==> src/hw/instr_cycle_pkg.sv <==
// Purpose: Shared constants and types for the instruction cycle decoder
// Assumes: 14-bit instruction words, four oscillator clocks per instruction cycle
// Notes: Opcode patterns are compared under masks so don't-care bits never matter
package instr_cycle_pkg;
    localparam int unsigned INSTR_W = 14;
    localparam int unsigned FILE_W = 7;
    localparam int unsigned DATA_W = 8;
    localparam int unsigned OSC_PER_CYCLE = 4;

    // Oscillator phases inside one instruction cycle
    localparam logic [1:0] PHASE_Q1 = 2'h0;
    localparam logic [1:0] PHASE_Q2 = 2'h1;
    localparam logic [1:0] PHASE_Q4 = 2'h3;
    localparam logic [1:0] PHASE_STEP = 2'h1;

    // Cycle counts (stored as count minus one)
    localparam logic [1:0] CYC_ONE_M1 = 2'h0;
    localparam logic [1:0] CYC_STEP = 2'h1;

    // Six-bit major opcodes (bits 13:8)
    localparam logic [5:0] OP_CTRL = 6'h00;
    localparam logic [5:0] OP_CLEAR = 6'h01;
    localparam logic [5:0] OP_DEC_SKIP = 6'h0b;
    localparam logic [5:0] OP_INC_SKIP = 6'h0f;
    localparam logic [5:0] OP_EXIT_LIT = 6'h34;
    localparam logic [5:0] OP_SHIFT_A = 6'h35;
    localparam logic [5:0] OP_SHIFT_B = 6'h36;
    localparam logic [5:0] OP_SHIFT_C = 6'h37;
    localparam logic [5:0] OP_SUB_BORROW = 6'h3b;
    localparam logic [5:0] OP_ADD_CARRY = 6'h3d;
    localparam logic [5:0] OP_LOAD_LIT = 6'h30;
    localparam logic [5:0] OP_OR_LIT = 6'h38;
    localparam logic [5:0] OP_AND_LIT = 6'h39;
    localparam logic [5:0] OP_XOR_LIT = 6'h3a;
    localparam logic [5:0] OP_SUB_LIT = 6'h3c;
    localparam logic [5:0] OP_ADD_LIT = 6'h3e;

    // Other opcode prefixes
    localparam logic [1:0] GRP_BIT = 2'h1;
    localparam logic [1:0] BIT_SKIP_ZERO = 2'h2;
    localparam logic [1:0] BIT_SKIP_ONE = 2'h3;
    localparam logic [2:0] OP_INVOKE = 3'h4;
    localparam logic [2:0] OP_ABS_JUMP = 3'h5;
    localparam logic [4:0] OP_REL_JUMP = 5'h19;
    localparam logic [6:0] OP_PTR_ADD = 7'h62;
    localparam logic [6:0] OP_PAGE_LIT = 7'h63;
    localparam logic [6:0] OP_PTR_OFS_RD = 7'h7e;
    localparam logic [6:0] OP_PTR_OFS_WR = 7'h7f;
    localparam logic [9:0] OP_PTR_STEP = 10'h001;
    localparam logic [8:0] OP_BANK_LIT = 9'h001;
    localparam logic [13:0] OP_SUB_EXIT = 14'h0008;
    localparam logic [13:0] OP_INT_EXIT = 14'h0009;
    localparam logic [13:0] OP_INVOKE_COMP = 14'h000a;
    localparam logic [13:0] OP_JUMP_ACC = 14'h000b;

    // Indirect access ports sit at the bottom of every window
    localparam logic [5:0] IND_PORT_HI = 6'h00;

    typedef enum logic [1:0] {
        GROUP_BYTE,
        GROUP_BIT,
        GROUP_LITCTRL
    } group_t;

    typedef enum logic [1:0] {
        STEP_PRE_INC,
        STEP_PRE_DEC,
        STEP_POST_INC,
        STEP_POST_DEC
    } step_mode_sel_t;
endpackage : instr_cycle_pkg

==> src/hw/instr_cycle_decode.sv <==
// Purpose: Decode 14-bit instruction words, sequence their cycles and phases
// Assumes: i_clk is the oscillator; all inputs come from same-clock core logic
// Notes: A new word is taken only in phase Q4 of an idle or final cycle

// How it works
// (RL1) One 14-bit word holds opcode and operands
// (RL2) Classify into byte, bit, literal/control
// (RL3) Default instruction length is one cycle
// (RL4) Both subroutine invoke forms take two cycles
// (RL5) All return forms take two cycles
// (RL6) Jumps and skips take two cycles
// (RL7) Indirect access to program memory adds one
// (RL8) Four oscillator clocks per instruction cycle
// (RL9) File operand is always read first
// (RL10) Result written where instruction or d says
// (RL11) d zero to accumulator, one to file
// (RL12) File address spans 0x00 to 0x7F
// (RL13) Bit index picks one of eight bits
// (RL14) Pointer select chooses pair zero or one
// (RL15) Don't-care bits accepted as either value
// (RL16) Step mode selects pre/post increment/decrement
// (RL17) Byte ops: address bits 6:0, d bit 7
// (RL18) Jump and invoke carry 11-bit target
// (RL19) Step ops: mode 1:0, select bit 2
// (RL20) Single 8-bit accumulator operand and destination
module instr_cycle_decode
    import instr_cycle_pkg::*;
#(
    parameter int unsigned NUM_PTR = 2
)
(
    input wire logic i_clk,
    input wire logic i_rst_b,
    input wire logic [instr_cycle_pkg::INSTR_W-1:0] i_instr,
    input wire logic i_instr_valid,
    input wire logic [NUM_PTR-1:0] i_ptr_in_progmem,
    input wire logic [instr_cycle_pkg::DATA_W-1:0] i_result,
    output logic o_instr_ready,
    output logic o_busy,
    output logic [1:0] o_phase,
    output logic [1:0] o_cycle_index,
    output logic [1:0] o_total_cycles_m1,
    output instr_cycle_pkg::group_t o_group,
    output logic [instr_cycle_pkg::FILE_W-1:0] o_file_addr,
    output logic o_dest_file,
    output logic [2:0] o_bit_index,
    output logic [7:0] o_lit8,
    output logic [10:0] o_lit11,
    output logic [8:0] o_lit9,
    output logic [6:0] o_lit7,
    output logic [5:0] o_lit6,
    output logic [4:0] o_lit5,
    output logic o_ptr_sel,
    output instr_cycle_pkg::step_mode_sel_t o_step_mode,
    output logic o_flow_change,
    output logic o_file_read,
    output logic o_file_write,
    output logic o_acc_write,
    output logic [instr_cycle_pkg::DATA_W-1:0] o_acc
);
    import instr_cycle_pkg::*;

    typedef enum logic {
        ST_WAIT,
        ST_RUN
    } state_t;

    state_t state;
    logic [1:0] phase;
    logic [1:0] cycle_index;
    logic last_cycle;
    logic take;

    logic names_file;
    logic writes_file;
    logic writes_acc;

    logic [5:0] op6;
    group_t next_group;
    logic [1:0] next_cycles_m1;
    logic next_names_file;
    logic next_writes_file;
    logic next_writes_acc;
    logic next_flow;
    logic next_ptr_sel;
    logic next_indirect;
    logic byte_file_op;
    logic bit_op;
    logic is_invoke;
    logic is_exit;
    logic is_jump;
    logic is_skip;
    logic lengthen;

    // (RL1) Every field comes out of the one word
    assign op6 = i_instr[INSTR_W-1:INSTR_W-6];

    // (RL8) Free-running four-phase counter
    // Phase runs even when idle so cycle boundaries never drift
    always_ff @(posedge i_clk)
    begin
        if (!i_rst_b)
            phase <= PHASE_Q1;
        else
            phase <= phase + PHASE_STEP;
    end

    assign last_cycle = (cycle_index == o_total_cycles_m1);
    // Combinational so a word pending in the last cycle starts with no gap
    assign o_instr_ready = (phase == PHASE_Q4) && ((state == ST_WAIT) || last_cycle);
    assign take = o_instr_ready && i_instr_valid;

    // (RL2) Group and operand usage classification
    always_comb
    begin
        byte_file_op = 1'b0;
        bit_op = 1'b0;
        next_group = GROUP_LITCTRL;
        next_writes_acc = 1'b0;
        next_writes_file = 1'b0;
        if (i_instr[13:12] == GRP_BIT)
        begin
            bit_op = 1'b1;
            next_group = GROUP_BIT;
            // Skips only test the bit; set and clear write back
            next_writes_file = !i_instr[11];
        end
        else if (op6 == OP_CTRL)
        begin
            // (RL10) Store to file is fixed by bit 7 here
            byte_file_op = i_instr[7];
            next_writes_file = i_instr[7];
            next_group = i_instr[7] ? GROUP_BYTE : GROUP_LITCTRL;
        end
        else if (op6 == OP_CLEAR)
        begin
            // (RL15) Low bits of clear-accumulator are ignored
            byte_file_op = i_instr[7];
            next_group = GROUP_BYTE;
            next_writes_file = i_instr[7];
            next_writes_acc = !i_instr[7];
        end
        else if ((i_instr[13:12] == 2'h0) || (op6 == OP_SHIFT_A) || (op6 == OP_SHIFT_B)
            || (op6 == OP_SHIFT_C) || (op6 == OP_SUB_BORROW) || (op6 == OP_ADD_CARRY))
        begin
            byte_file_op = 1'b1;
            next_group = GROUP_BYTE;
            // (RL11) d selects accumulator or file
            next_writes_file = i_instr[7];
            next_writes_acc = !i_instr[7];
        end
        else
        begin
            // (RL20) Literal ops and literal exit load the accumulator
            next_writes_acc = (op6 == OP_LOAD_LIT) || (op6 == OP_OR_LIT)
                || (op6 == OP_AND_LIT) || (op6 == OP_XOR_LIT) || (op6 == OP_SUB_LIT)
                || (op6 == OP_ADD_LIT) || (op6 == OP_EXIT_LIT);
        end
    end

    // (RL9) Any file operand gets a read, even write-only ones
    assign next_names_file = byte_file_op || bit_op;

    // (RL14) Pointer select from bit 2 or bit 6, else from address
    always_comb
    begin
        next_ptr_sel = i_instr[0];
        next_indirect = 1'b0;
        if (next_names_file)
        begin
            next_ptr_sel = i_instr[0];
            next_indirect = (i_instr[6:1] == IND_PORT_HI);
        end
        else if ((op6 == OP_CTRL) && (i_instr[13:4] == OP_PTR_STEP))
        begin
            next_ptr_sel = i_instr[2];
            next_indirect = 1'b1;
        end
        else if ((i_instr[13:7] == OP_PTR_OFS_RD) || (i_instr[13:7] == OP_PTR_OFS_WR))
        begin
            next_ptr_sel = i_instr[6];
            next_indirect = 1'b1;
        end
        else if (i_instr[13:7] == OP_PTR_ADD)
        begin
            next_ptr_sel = i_instr[6];
        end
    end

    // (RL4) Direct and computed invoke
    assign is_invoke = (i_instr[13:11] == OP_INVOKE) || (i_instr == OP_INVOKE_COMP);

    // (RL5) Subroutine, literal and interrupt exits
    assign is_exit = (i_instr == OP_SUB_EXIT) || (i_instr == OP_INT_EXIT)
        || (op6 == OP_EXIT_LIT);

    // (RL6) Absolute, relative and accumulator jumps
    assign is_jump = (i_instr[13:11] == OP_ABS_JUMP) || (i_instr[13:9] == OP_REL_JUMP)
        || (i_instr == OP_JUMP_ACC);

    // (RL6) Bit tests and count-and-skip
    // No skip-taken input exists, so a skip always costs the second cycle
    assign is_skip = (bit_op && ((i_instr[11:10] == BIT_SKIP_ZERO)
        || (i_instr[11:10] == BIT_SKIP_ONE)))
        || (op6 == OP_DEC_SKIP) || (op6 == OP_INC_SKIP);

    // (RL7) Indirect access into program memory costs one more
    assign lengthen = next_indirect && i_ptr_in_progmem[next_ptr_sel];

    assign next_flow = is_invoke || is_exit || is_jump || is_skip;

    // Cycle count of the incoming word
    always_comb
    begin
        // (RL3) One cycle unless a flow change or lengthened
        next_cycles_m1 = CYC_ONE_M1;
        if (next_flow)
            next_cycles_m1 = next_cycles_m1 + CYC_STEP;
        if (lengthen)
            next_cycles_m1 = next_cycles_m1 + CYC_STEP;
    end

    // Sequencer over the cycles of one instruction
    // Words offered while not ready simply stay pending; nothing flags them
    always_ff @(posedge i_clk)
    begin
        if (!i_rst_b)
        begin
            state <= ST_WAIT;
            cycle_index <= 2'h0;
        end
        else if (take)
        begin
            state <= ST_RUN;
            cycle_index <= 2'h0;
        end
        else if ((state == ST_RUN) && (phase == PHASE_Q4))
        begin
            case (state)
                ST_RUN:
                begin
                    if (last_cycle)
                        state <= ST_WAIT;
                    else
                        cycle_index <= cycle_index + CYC_STEP;
                end
                default:
                    state <= ST_WAIT;
            endcase
        end
    end

    // Decoded operand fields, held for the whole instruction
    always_ff @(posedge i_clk)
    begin
        if (!i_rst_b)
        begin
            o_group <= GROUP_LITCTRL;
            o_file_addr <= '0;
            o_dest_file <= 1'b1;
            o_bit_index <= 3'h0;
            o_ptr_sel <= 1'b0;
            o_step_mode <= STEP_PRE_INC;
        end
        else if (take)
        begin
            o_group <= next_group;
            // (RL12) (RL17) Address in bits 6:0 covers the window
            o_file_addr <= i_instr[FILE_W-1:0];
            // (RL11) (RL17) d in bit 7
            o_dest_file <= i_instr[7];
            // (RL13) Bit index in bits 9:7
            o_bit_index <= i_instr[9:7];
            o_ptr_sel <= next_ptr_sel;
            // (RL16) (RL19) Step mode in bits 1:0
            o_step_mode <= step_mode_sel_t'(i_instr[1:0]);
        end
    end

    // Literal views of the word; the core picks the one its opcode uses
    always_ff @(posedge i_clk)
    begin
        if (!i_rst_b)
        begin
            o_lit8 <= 8'h00;
            o_lit11 <= 11'h000;
            o_lit9 <= 9'h000;
            o_lit7 <= 7'h00;
            o_lit6 <= 6'h00;
            o_lit5 <= 5'h00;
        end
        else if (take)
        begin
            o_lit8 <= i_instr[7:0];
            // (RL18) Target in bits 10:0
            o_lit11 <= i_instr[10:0];
            o_lit9 <= i_instr[8:0];
            o_lit7 <= i_instr[6:0];
            o_lit6 <= i_instr[5:0];
            o_lit5 <= i_instr[4:0];
        end
    end

    // Per-instruction length and operand usage, held until the next take
    always_ff @(posedge i_clk)
    begin
        if (!i_rst_b)
        begin
            o_total_cycles_m1 <= CYC_ONE_M1;
            o_flow_change <= 1'b0;
            names_file <= 1'b0;
            writes_file <= 1'b0;
            writes_acc <= 1'b0;
        end
        else if (take)
        begin
            o_total_cycles_m1 <= next_cycles_m1;
            o_flow_change <= next_flow;
            names_file <= next_names_file;
            writes_file <= next_writes_file;
            writes_acc <= next_writes_acc;
        end
    end

    // (RL9) Read strobe in Q2 of the first cycle
    assign o_file_read = (state == ST_RUN) && names_file && (cycle_index == 2'h0)
        && (phase == PHASE_Q2);
    // (RL10) Write back in Q4 of the final cycle
    assign o_file_write = (state == ST_RUN) && writes_file && last_cycle
        && (phase == PHASE_Q4);
    assign o_acc_write = (state == ST_RUN) && writes_acc && last_cycle
        && (phase == PHASE_Q4);

    // (RL20) Single accumulator loaded from the result bus
    // Loaded on the strobe edge, so i_result must be settled by the end of Q4
    always_ff @(posedge i_clk)
    begin
        if (!i_rst_b)
            o_acc <= '0;
        else if (o_acc_write)
            o_acc <= i_result;
    end

    assign o_busy = (state == ST_RUN);
    assign o_phase = phase;
    assign o_cycle_index = cycle_index;
endmodule : instr_cycle_decode

==> config.mk <==
export PLATFORM = sky130hd
export DESIGN_NAME = instr_cycle_decode
export DESIGN_NICKNAME = d
export VERILOG_FILES = /design/src/hw/instr_cycle_pkg.sv /design/src/hw/instr_cycle_decode.sv
export SDC_FILE = /design/constraint.sdc
export NUM_CORES = 1
export LEC_CHECK = 0
export BUFFER_PORTS_ARGS = -buffer_cell sky130_fd_sc_hd__buf_4
export CAP_MARGIN = 40
export CORE_MARGIN = 2
export CORE_UTILIZATION = 45
export DETAILED_ROUTE_END_ITERATION = 10
export GPL_TIMING_DRIVEN = 1
export HOLD_SLACK_MARGIN = 0.1
export PLACE_DENSITY = 0.83
export SLEW_MARGIN = 20
export SYNTH_ARGS = -nofsm -noshare
export SYNTH_HDL_FRONTEND = slang
export SYNTH_SLANG_ARGS = --single-unit
export TNS_END_PERCENT = 50
==> constraint.sdc <==
create_clock -name i_clk -period 2.95 [get_ports i_clk]
set_input_delay 0.295 -clock i_clk [delete_from_list [all_inputs] [get_ports i_clk]]
set_output_delay 0.295 -clock i_clk [all_outputs]
set_load 0.05 [all_outputs]
# Word-level counts from Yosys, hierarchy flattened
# Index checks and enable logic that the tools add are counted.
dict set report totals {
  reg_bits 74
  word_cells 141
  in_bits 27
}
dict set report classes {
  bitwise_logic 3
  magnitude_cmp 1
  n_mux 33
  n_reduce_logical 49
  n_eq_ne 32
  n_addsub 3
}
# op count
set op_table {}
lappend op_table {{== test 6 bit, second input constant} 12}
lappend op_table {{== test 14 x 4 -> 1 bit, second input constant} 4}
lappend op_table {{two-way mux 1 bit} 27}
lappend op_table {{logical OR 1 bit} 25}
lappend op_table {{== test 7 bit, second input constant} 3}
lappend op_table {{logical AND 1 bit} 15}
lappend op_table {{== test 6 x 4 -> 1 bit, second input constant} 2}
lappend op_table {{logical NOT 6 bit} 2}
lappend op_table {{two-way mux 2 bit} 6}
lappend op_table {{== test 10 x 1 -> 1 bit, second input constant} 1}
lappend op_table {{adder 2 x 1 -> 2 bit, second input constant} 3}
lappend op_table {{== test 2 bit, second input constant} 3}
lappend op_table {{== test 3 bit, second input constant} 2}
lappend op_table {{== test 6 x 1 -> 1 bit, second input constant} 1}
lappend op_table {{== test 5 bit, second input constant} 1}
lappend op_table {{== test 2 x 1 -> 1 bit, second input constant} 2}
lappend op_table {{logical NOT 2 bit} 2}
lappend op_table {{NOT 1 bit} 3}
lappend op_table {{AND reduction 3 bit} 1}
lappend op_table {{== test 2 bit} 1}
lappend op_table {{logical NOT 1 bit} 2}
lappend op_table {{< comparator 1 x 2 -> 1 bit, second input constant} 1}
lappend op_table {{nonzero test 2 bit} 1}
lappend op_table {{OR reduction 2 bit} 1}

# Depth between registers and ports, before layout
# Gate-level depths: netlist of run 1.
dict set report depth {
  ltp_word 16
  mapped_depth 10
}

# Worst setup path before layout of run 1
# OpenSTA, ideal clock, no wires.
dict set report synth_timing {
  path_kind {register to output}
  from {register cycle_index[0], in the netlist o_cycle_index[0]}
  to {output o_instr_ready}
  path_buffers 0
  path_slack_ns 0.477
  stages_incl_launch_ff 4
  t_arrival_ns 2.178
  t_required_ns 2.655
  cell_sequence {dfxtp_1 xnor2_1 nand2_1 a21boi_0}
}
dict set report synth_via {
  elab_chain_len 3
}
# item line_no
set synth_rtl {}
lappend synth_rtl {{start: declaration} instr_cycle_decode.sv:70} ;# logic [1:0] cycle_index;
lappend synth_rtl {{start signal: assignment} instr_cycle_decode.sv:245} ;# cycle_index <= cycle_index + CYC_STEP;
lappend synth_rtl {{== test 2 bit} instr_cycle_decode.sv:108} ;# assign last_cycle = (cycle_index == o_total_cycles_m1);
lappend synth_rtl {{logical OR 1 bit} instr_cycle_decode.sv:110} ;# assign o_instr_ready = (phase == PHASE_Q4) && ((state == ST_WAIT) || last_cycle);
lappend synth_rtl {{logical AND 1 bit} instr_cycle_decode.sv:110}
lappend synth_rtl {{end: declaration} instr_cycle_decode.sv:38} ;# output logic o_instr_ready,
# No other way between the ends.

# Worst setup path after layout of run 1
dict set report layout_timing {
  from {input i_instr[10] (netlist name)}
  to {register o_total_cycles_m1[0]}
}
dict set report layout_via {
  elab_chain_len 16
  elab_cells_between_ends 58
  classes_between {1 x add/sub; 20 x eq/ne; 15 x mux; 22 x reduce/logical}
}
# item line_no
set layout_rtl {}
lappend layout_rtl {{start: declaration} instr_cycle_decode.sv:34} ;# input wire logic [instr_cycle_pkg::INSTR_W-1:0] i_instr,
lappend layout_rtl {{== test 6 bit} instr_cycle_decode.sv:143} ;# else if ((i_instr[13:12] == 2'h0) || (op6 == OP_SHIFT_A) || (op6 == OP_SHIFT_B)
lappend layout_rtl {{logical OR 1 bit (2 in series)} instr_cycle_decode.sv:143}
lappend layout_rtl {{logical OR 1 bit (3 in series)} instr_cycle_decode.sv:144} ;# || (op6 == OP_SHIFT_C) || (op6 == OP_SUB_BORROW) || (op6 == OP_ADD_CARRY))
lappend layout_rtl {{two-way mux 1 bit} instr_cycle_decode.sv:143}
lappend layout_rtl {{two-way mux 1 bit} instr_cycle_decode.sv:135} ;# else if (op6 == OP_CLEAR)
lappend layout_rtl {{two-way mux 1 bit} instr_cycle_decode.sv:128} ;# else if (op6 == OP_CTRL)
lappend layout_rtl {{two-way mux 1 bit} instr_cycle_decode.sv:121} ;# if (i_instr[13:12] == GRP_BIT)
lappend layout_rtl {{logical OR 1 bit} instr_cycle_decode.sv:162} ;# assign next_names_file = byte_file_op || bit_op;
lappend layout_rtl {{two-way mux 1 bit} instr_cycle_decode.sv:169} ;# if (next_names_file)
lappend layout_rtl {{two-way mux 1 bit (implied by the code) (2 in series)} instr_cycle_decode.sv:208} ;# assign lengthen = next_indirect && i_ptr_in_progmem[next_ptr_sel];
lappend layout_rtl {{logical AND 1 bit} instr_cycle_decode.sv:208}
lappend layout_rtl {{two-way mux 2 bit *} instr_cycle_decode.sv:219} ;# if (lengthen)
lappend layout_rtl {{via next_cycles_m1[0]} instr_cycle_decode.sv:80} ;# logic [1:0] next_cycles_m1;
lappend layout_rtl {{end signal: assignment} instr_cycle_decode.sv:317} ;# o_total_cycles_m1 <= next_cycles_m1;
lappend layout_rtl {{end: declaration} instr_cycle_decode.sv:42} ;# output logic [1:0] o_total_cycles_m1,
# Mark *: on every way through the listed nets, which the timed path passes. The rest lies on a longest branch. The select of a mux whose other input is x is not followed.
# A chain may end at the register's enable or synchronous reset.

==> results of run 1 <==
==> Yosys cell counts (all sizes together) <==
library cell  count  area share [%]
inv               5            0.93
nor2             12             2.2
a211o             1            0.44
and2              2            0.62
nor2b            10             3.1
mux2              3             2.1
clkbuf           12             2.2
o21ai             8             2.0
a311oi            1            0.44
nor4              2            0.62
and3b             1            0.44
mux2i            10             5.0
a21boi           19             7.1
or4               1            0.37
dfxtp            34              34
nand2            48             9.0
ha                4             2.5
nor3              1            0.25
a211oi            2            0.75
nand2b            3            0.93
nand3             5             1.2
a21oi             5             1.2
buf              47              18
o211ai            1            0.37
a22oi             2            0.75
a31oi             1            0.31
nor4b             1            0.44
o311ai            1            0.44
xnor2             3             1.3
and4              1            0.44
o22a              1            0.50
nand4             1            0.31
a21o              1            0.37
==> final timing paths <==
kind                              from                   end  slack [ps]  cells after the start
setup / recovery           i_instr[10]  o_total_cycles_m1[0]         500                     10
hold / removal             i_result[3]              o_acc[3]         260                      3
setup reg to reg  o_total_cycles_m1[0]         o_flow_change        1020                      6
hold reg to reg              o_ptr_sel             o_ptr_sel         470                      2
==> cell families (layout without fill, tap and decap cells) <==
kind of cell,count (synthesis),count (layout),share of synthesized area (%)
AOI/OAI and AO/OA,43,43,14.7
adders and majority gates,4,4,2.49
muxes,13,13,7.03
buffers and inverters,64,123,20.7
and+or+nand+nor,88,88,20.0
DFF,34,34,33.8
xor gates and xnor gates,3,3,1.31
==> flip-flops by register name, summed over array words and instances (netlist names), 2 cells and up <==
| register | flops |
|---|---|
| o_lit11 | 2 |
| o_phase | 2 |
| o_group | 2 |
| o_cycle_index | 2 |
| o_acc | 8 |
| o_bit_index | 2 |
| o_total_cycles_m1 | 2 |
| o_lit8 | 6 |
==> power by group through the flow <==
stage	clock [mW]	sequential (mW)	combinational, mW
final	0.510	0.477	0.205
after global routing	0.546	0.479	0.219
after CTS	0.524	0.477	0.206
after detailed placement	0	0.488	0.205
after global placement	0	0.487	0.203
after floorplan	0	0.513	0.119
==> layout by cell type (no fill, tap or decap) <==
cell and n:
nor4_1 2, mux2_4 2, a31oi_1 1, and4_1 1, nand3_1 5, and2_1 2
mux2_2 1, nor2b_1 10, a22oi_1 2, o311ai_0 1, nor2_1 12, nor3_1 1
o21ai_0 8, o211ai_1 1, ha_1 4, inv_1 5, nor4b_1 1, clkinv_4 1
xnor2_1 3, a311oi_1 1, a211o_1 1, bufinv_16 2, buf_4 110, and3b_1 1
a21o_1 1, nand2_1 48, o22a_2 1, nand4_1 1, nand2b_1 3, dfxtp_1 34
mux2i_1 10, a21oi_1 5, a211oi_1 2, clkbuf_8 5, a21boi_0 19, or4_1 1
==> layout make-up <==
class | instances | share of cell area, %
clock inverter | 3 | 2.60
sequential | 34 | 25.8
tap | 52 | 2.46
timing repair buffer | 110 | 31.3
multi-input combinational | 151 | 34.6
inverter | 5 | 0.710
clock buffer | 5 | 2.60
==> routing by layer <==
layer / GRT usage, % / vias to the layer above
met4: 5.66 / 0
met5: 0 / -
met2: 28.9 / 52
met3: 4.56 / 6
li1: - / 898
met1: 22.4 / 796
==> through the flow <==
step           hold slack (ps)  total power, mW  worst slack [ps]
2_1_floorplan              433            0.632               477
3_3_place_gp               452            0.690               288
3_5_place_dp               460            0.693               223
4_1_cts                    250             1.21               517
5_1_grt                    266             1.24               363
6_report                   259             1.19               504
==> critical path: stages <==
cell and delay (ps):
buf_4 150, or4_1 520, a211o_1 330, mux2_4 300, mux2_4 270, mux2i_1 120
a211oi_1 230, ha_1 270, nand2_1 50, a21boi_0 70
==> impl_metrics.yaml, run 1 <==
outcome:
  status: "finished clean"
die:
  start_util_pct: 46.5
  dieArea_mm2: 0.00502
  pin_count: 109
  rows: 24
  core_area_mm2: 0.00432
  chipHeight_um: 70.9
  die_x_um: 70.9
logic_synthesis:
  avgSynthCellArea_um2: 8.08
  synthCells: 249
  synth_warnings: 0
  ys_seq_area_share_pct: 33.8
  synth_cell_types: 34
  syn-num-nets: 280
  syn_area_mm2: 0.00201
  ys_seq_elements: 34
cts:
  cts_tree: "yes"
  hold_buffers: 0
  cts_root_buffer: "clkbuf_8"
  cts_buffers: 5
  clk_latency_ps: 280
  cts_resized: 0
  cts_max_path_buffers: 2
  clkTransAtPathRegs_ps: 80
  cts_sinks: 34
  cts_htree_levels: 2
  post-cts-setup-buffers: 0
power:
  p_sw_mw: 0.311
  p_clk_share_pct: 42.8
  swShare_pct: 26.1
  power.internal_mw: 0.881
  irDropWorstVdd_uv: 319
  seq_power_share_pct: 40.0
  power.density_mw_per_mm2: 451
  leakage_nw: 1.29
  combPwrFrac_pct: 17.2
cells_and_area:
  fin_cells: 360
  drive_gt1_share_pct: 39.6
  multi_input_area_um2: 915
  regArea_um2: 681
  area_delta_synth_final_pct: 31.3
  num-fill-cells: 418
  utilization_pct: 61.1
  nets: 338
  diodes: 0
  postLayoutCellArea_mm2: 0.00264
sta:
  fin_crit_ps: 2450
  tightest_slew_ps: 685
  skew_ps: 5.77
  rsz0062_at_grt: "false"
  hold_violations: 0
  finalMaxSlewViolations: 0
  post-route-period-util_pct: 82.9
  finalSetupViolCount: 0
  slew_headroom_pct: 54.3
  fmax_ghz: 0.409
  timing.setup.tns_ps: 0
routing:
  wirelength_um: 4520
  dr.first_iter.drc_count: 54
  ant_nets: 0
  dr_wl_met3_um: 261
  wl_per_cell_um: 12.6
  met1_length_um: 1910
  dr.pass1.iters: 4
  dr.max_layer_used: "met4"
  met2_wirelength_um: 2300
  via_per_inst: 4.87
  drc: 0
  vias: 1752
setup_path:
  startpoint_type: "primary input"
  worstPathRequired_ps: 3110
  arrival_ps: 2610
  cp-end-kind: "flip-flop"
  path_max_fanout: 12
  critPathKind: "primary input to flip-flop"
global_route:
  grt_pass1_vias: 1527
  grt_pass1_wl_um: 7100
  antenna_found_initial: 0
  grt_max_degree: 34
  grt.overflow.total: 0
  grt_usage_pct: 17.5
job:
  maxCapViolCount: 0
placed_design:
  io_buffers: 108
  place_congestion: 0.870
  placed_area_mm2: 0.00250
  hpwl_um: 3540
  post-place-cells: 352
min_path:
  min_path_type: "primary input to flip-flop"
No activity file was read; power rests on OpenSTA's default activity.
==> inputs of run 2 (changes only) <==
clock period = 2.55 ns   (was 2.95 ns; I/O delays follow)
==> impl_metrics.yaml, run 2 (synthesis results as in run 1) <==
global_route:
  grt_pass1_vias: 1551
  grt_pass1_wl_um: 6840
  met2_usage_pct: 30.4
  grt.overflow.total: 0
  grt_usage_pct: 16.6
  antenna_found_initial: 0
  met3_usage_pct: 3.13
  met1_usage_pct: 19.1
  grt_max_degree: 34
  top_usage_layer: "met2"
routing:
  dr.first_iter.drc_count: 54
  wl_per_cell_um: 12.0
  wirelength_um: 4370
  ant_nets: 0
  vias: 1776
  dr.pass1.iters: 4
  drc: 0
  via_per_inst: 4.89
die:
  pin_count: 109
  core_area_mm2: 0.00432
  die_x_um: 70.9
  chipHeight_um: 70.9
  dieArea_mm2: 0.00502
  rows: 24
  start_util_pct: 46.5
job:
  maxCapViolCount: 0
sta:
  finalSetupViolCount: 0
  tightest_slew_ps: 657
  fmax_ghz: 0.426
  setup_slack_ps: 202
  hold_violations: 0
  slew_headroom_pct: 56.2
  rsz0062_at_grt: "false"
  finalMaxSlewViolations: 0
  skew_ps: 4.55
  fin_crit_ps: 2350
  post-route-period-util_pct: 92.1
cts:
  cts_sinks: 34
  cts_htree_levels: 2
  cts_tree: "yes"
  clk_latency_ps: 280
  hold_buffers: 0
  post-cts-setup-buffers: 0
  cts_buffers: 5
  cts_max_path_buffers: 2
  clkTransAtPathRegs_ps: 70
  cts_resized: 0
  cts_root_buffer: "clkbuf_8"
cells_and_area:
  final_cell_mix: "buf_4 (113), nand2_1 (48), dfxtp_1 (34)"
  final_common_cell: "buf_4"
  diodes: 0
  largest_reg_flops: 8
  postLayoutCellArea_mm2: 0.00262
  regMostFlops: "o_acc"
  multi_input_area_um2: 915
  regArea_um2: 681
  nets: 341
  largestRegisters: "o_acc: 8 flops, o_lit8: 6 flops"
  drive_gt1_share_pct: 40.2
  area_delta_synth_final_pct: 30.3
  num-fill-cells: 427
power:
  power.density_mw_per_mm2: 457
  p_total_mw: 1.20
  irDropWorstVdd_uv: 429
  leakage_nw: 1.28
placed_design:
  place_congestion: 0.802
  io_buffers: 108
  placed_area_mm2: 0.00253
  hpwl_um: 3400
  place_ws_ps: -91.5
outcome:
  status: "finished clean"
setup_path:
  max_stage_delay_ps: 510
  cp-end-kind: "flip-flop"
  path_max_fanout: 2
  worstPathRequired_ps: 2720
  cpMostUsedCell: "mux2_4"
  r2r_end: "o_group[0]"
  r2r_slack_ps: 840
  startpoint_type: "primary input"
  arrival_ps: 2510
  cp_cell_sequence: "buf_4, or4_1, a211o_1, mux2_4, mux2_4, mux2i_1, a211oi_1, ha_1, nand2_1, a21boi_0"
  r2r_cells: 6
  critPathKind: "primary input to flip-flop"
  reg2reg_from: "o_total_cycles_m1[0]"
  crit_slowest_cell: "or4_1"
min_path:
  hp-start: "i_result[6]"
  min_path_type: "primary input to flip-flop"
  min_to: "o_acc[6]"
  min_path_cells: 3
[run 2: final cells by class]
type | instances | area share, %
well taps | 52 | 2.48
multi-input cells | 151 | 34.9
clock buffers | 6 | 3.15
repair buffers | 113 | 32.3
inverters | 5 | 0.716
flip-flops and latches | 34 | 26.0
clock inverters | 2 | 0.477
[run 2: where the power goes]
group	switching (mW)	internal (mW)	leakage (nW)
Sequential	0.0102	0.541	0.275
Clock	0.189	0.217	0.0472
Combinational	0.150	0.0896	0.958
[run 2: worst max-delay path: cells and delay by family]
kind | cells | cell delay [ps]
buffers and inverters | 1 | 110
muxes | 3 | 690
and+or+nand+nor | 2 | 560
adders and majority gates | 1 | 260
AOI/OAI and AO/OA | 3 | 640
[run 2: metal layers]
layer / vias up / part of all wire, %
li1: 898 / -
met1: 810 / 41
met2: 60 / 52
met3: 8 / 5.2
met4: 0 / 1.9
met5: - / 0
[run 2: worst max path at each step]
stage | start | endpoint | slack [ps] | cells past startpoint
detailed placement | i_instr[10] | o_total_cycles_m1[0] | -90 | 10
finish | i_instr[10] | o_total_cycles_m1[0] | 200 | 10
CTS | i_instr[10] | o_total_cycles_m1[0] | 210 | 10
global route | i_instr[10] | o_total_cycles_m1[0] | 150 | 10
floorplan | o_cycle_index[0] | o_instr_ready | 120 | 3
global placement | i_instr[10] | o_total_cycles_m1[0] | -50 | 10
[run 2: stage by stage]
| stage | hold WS (ps) | cells | utilization [%] | TNS [ps] |
|---|---|---|---|---|
| finish | 227 | 363 | 60.6 | 0 |
| global route | 230 | 363 | 60.6 | 0 |
| CTS | 221 | 363 | 60.6 | 0 |
| detailed placement | 462 | 355 | 58.4 | -132 |
| global placement | 453 | 355 | 58.4 | -54.6 |
| floorplan | 393 | 249 | - | 0 |
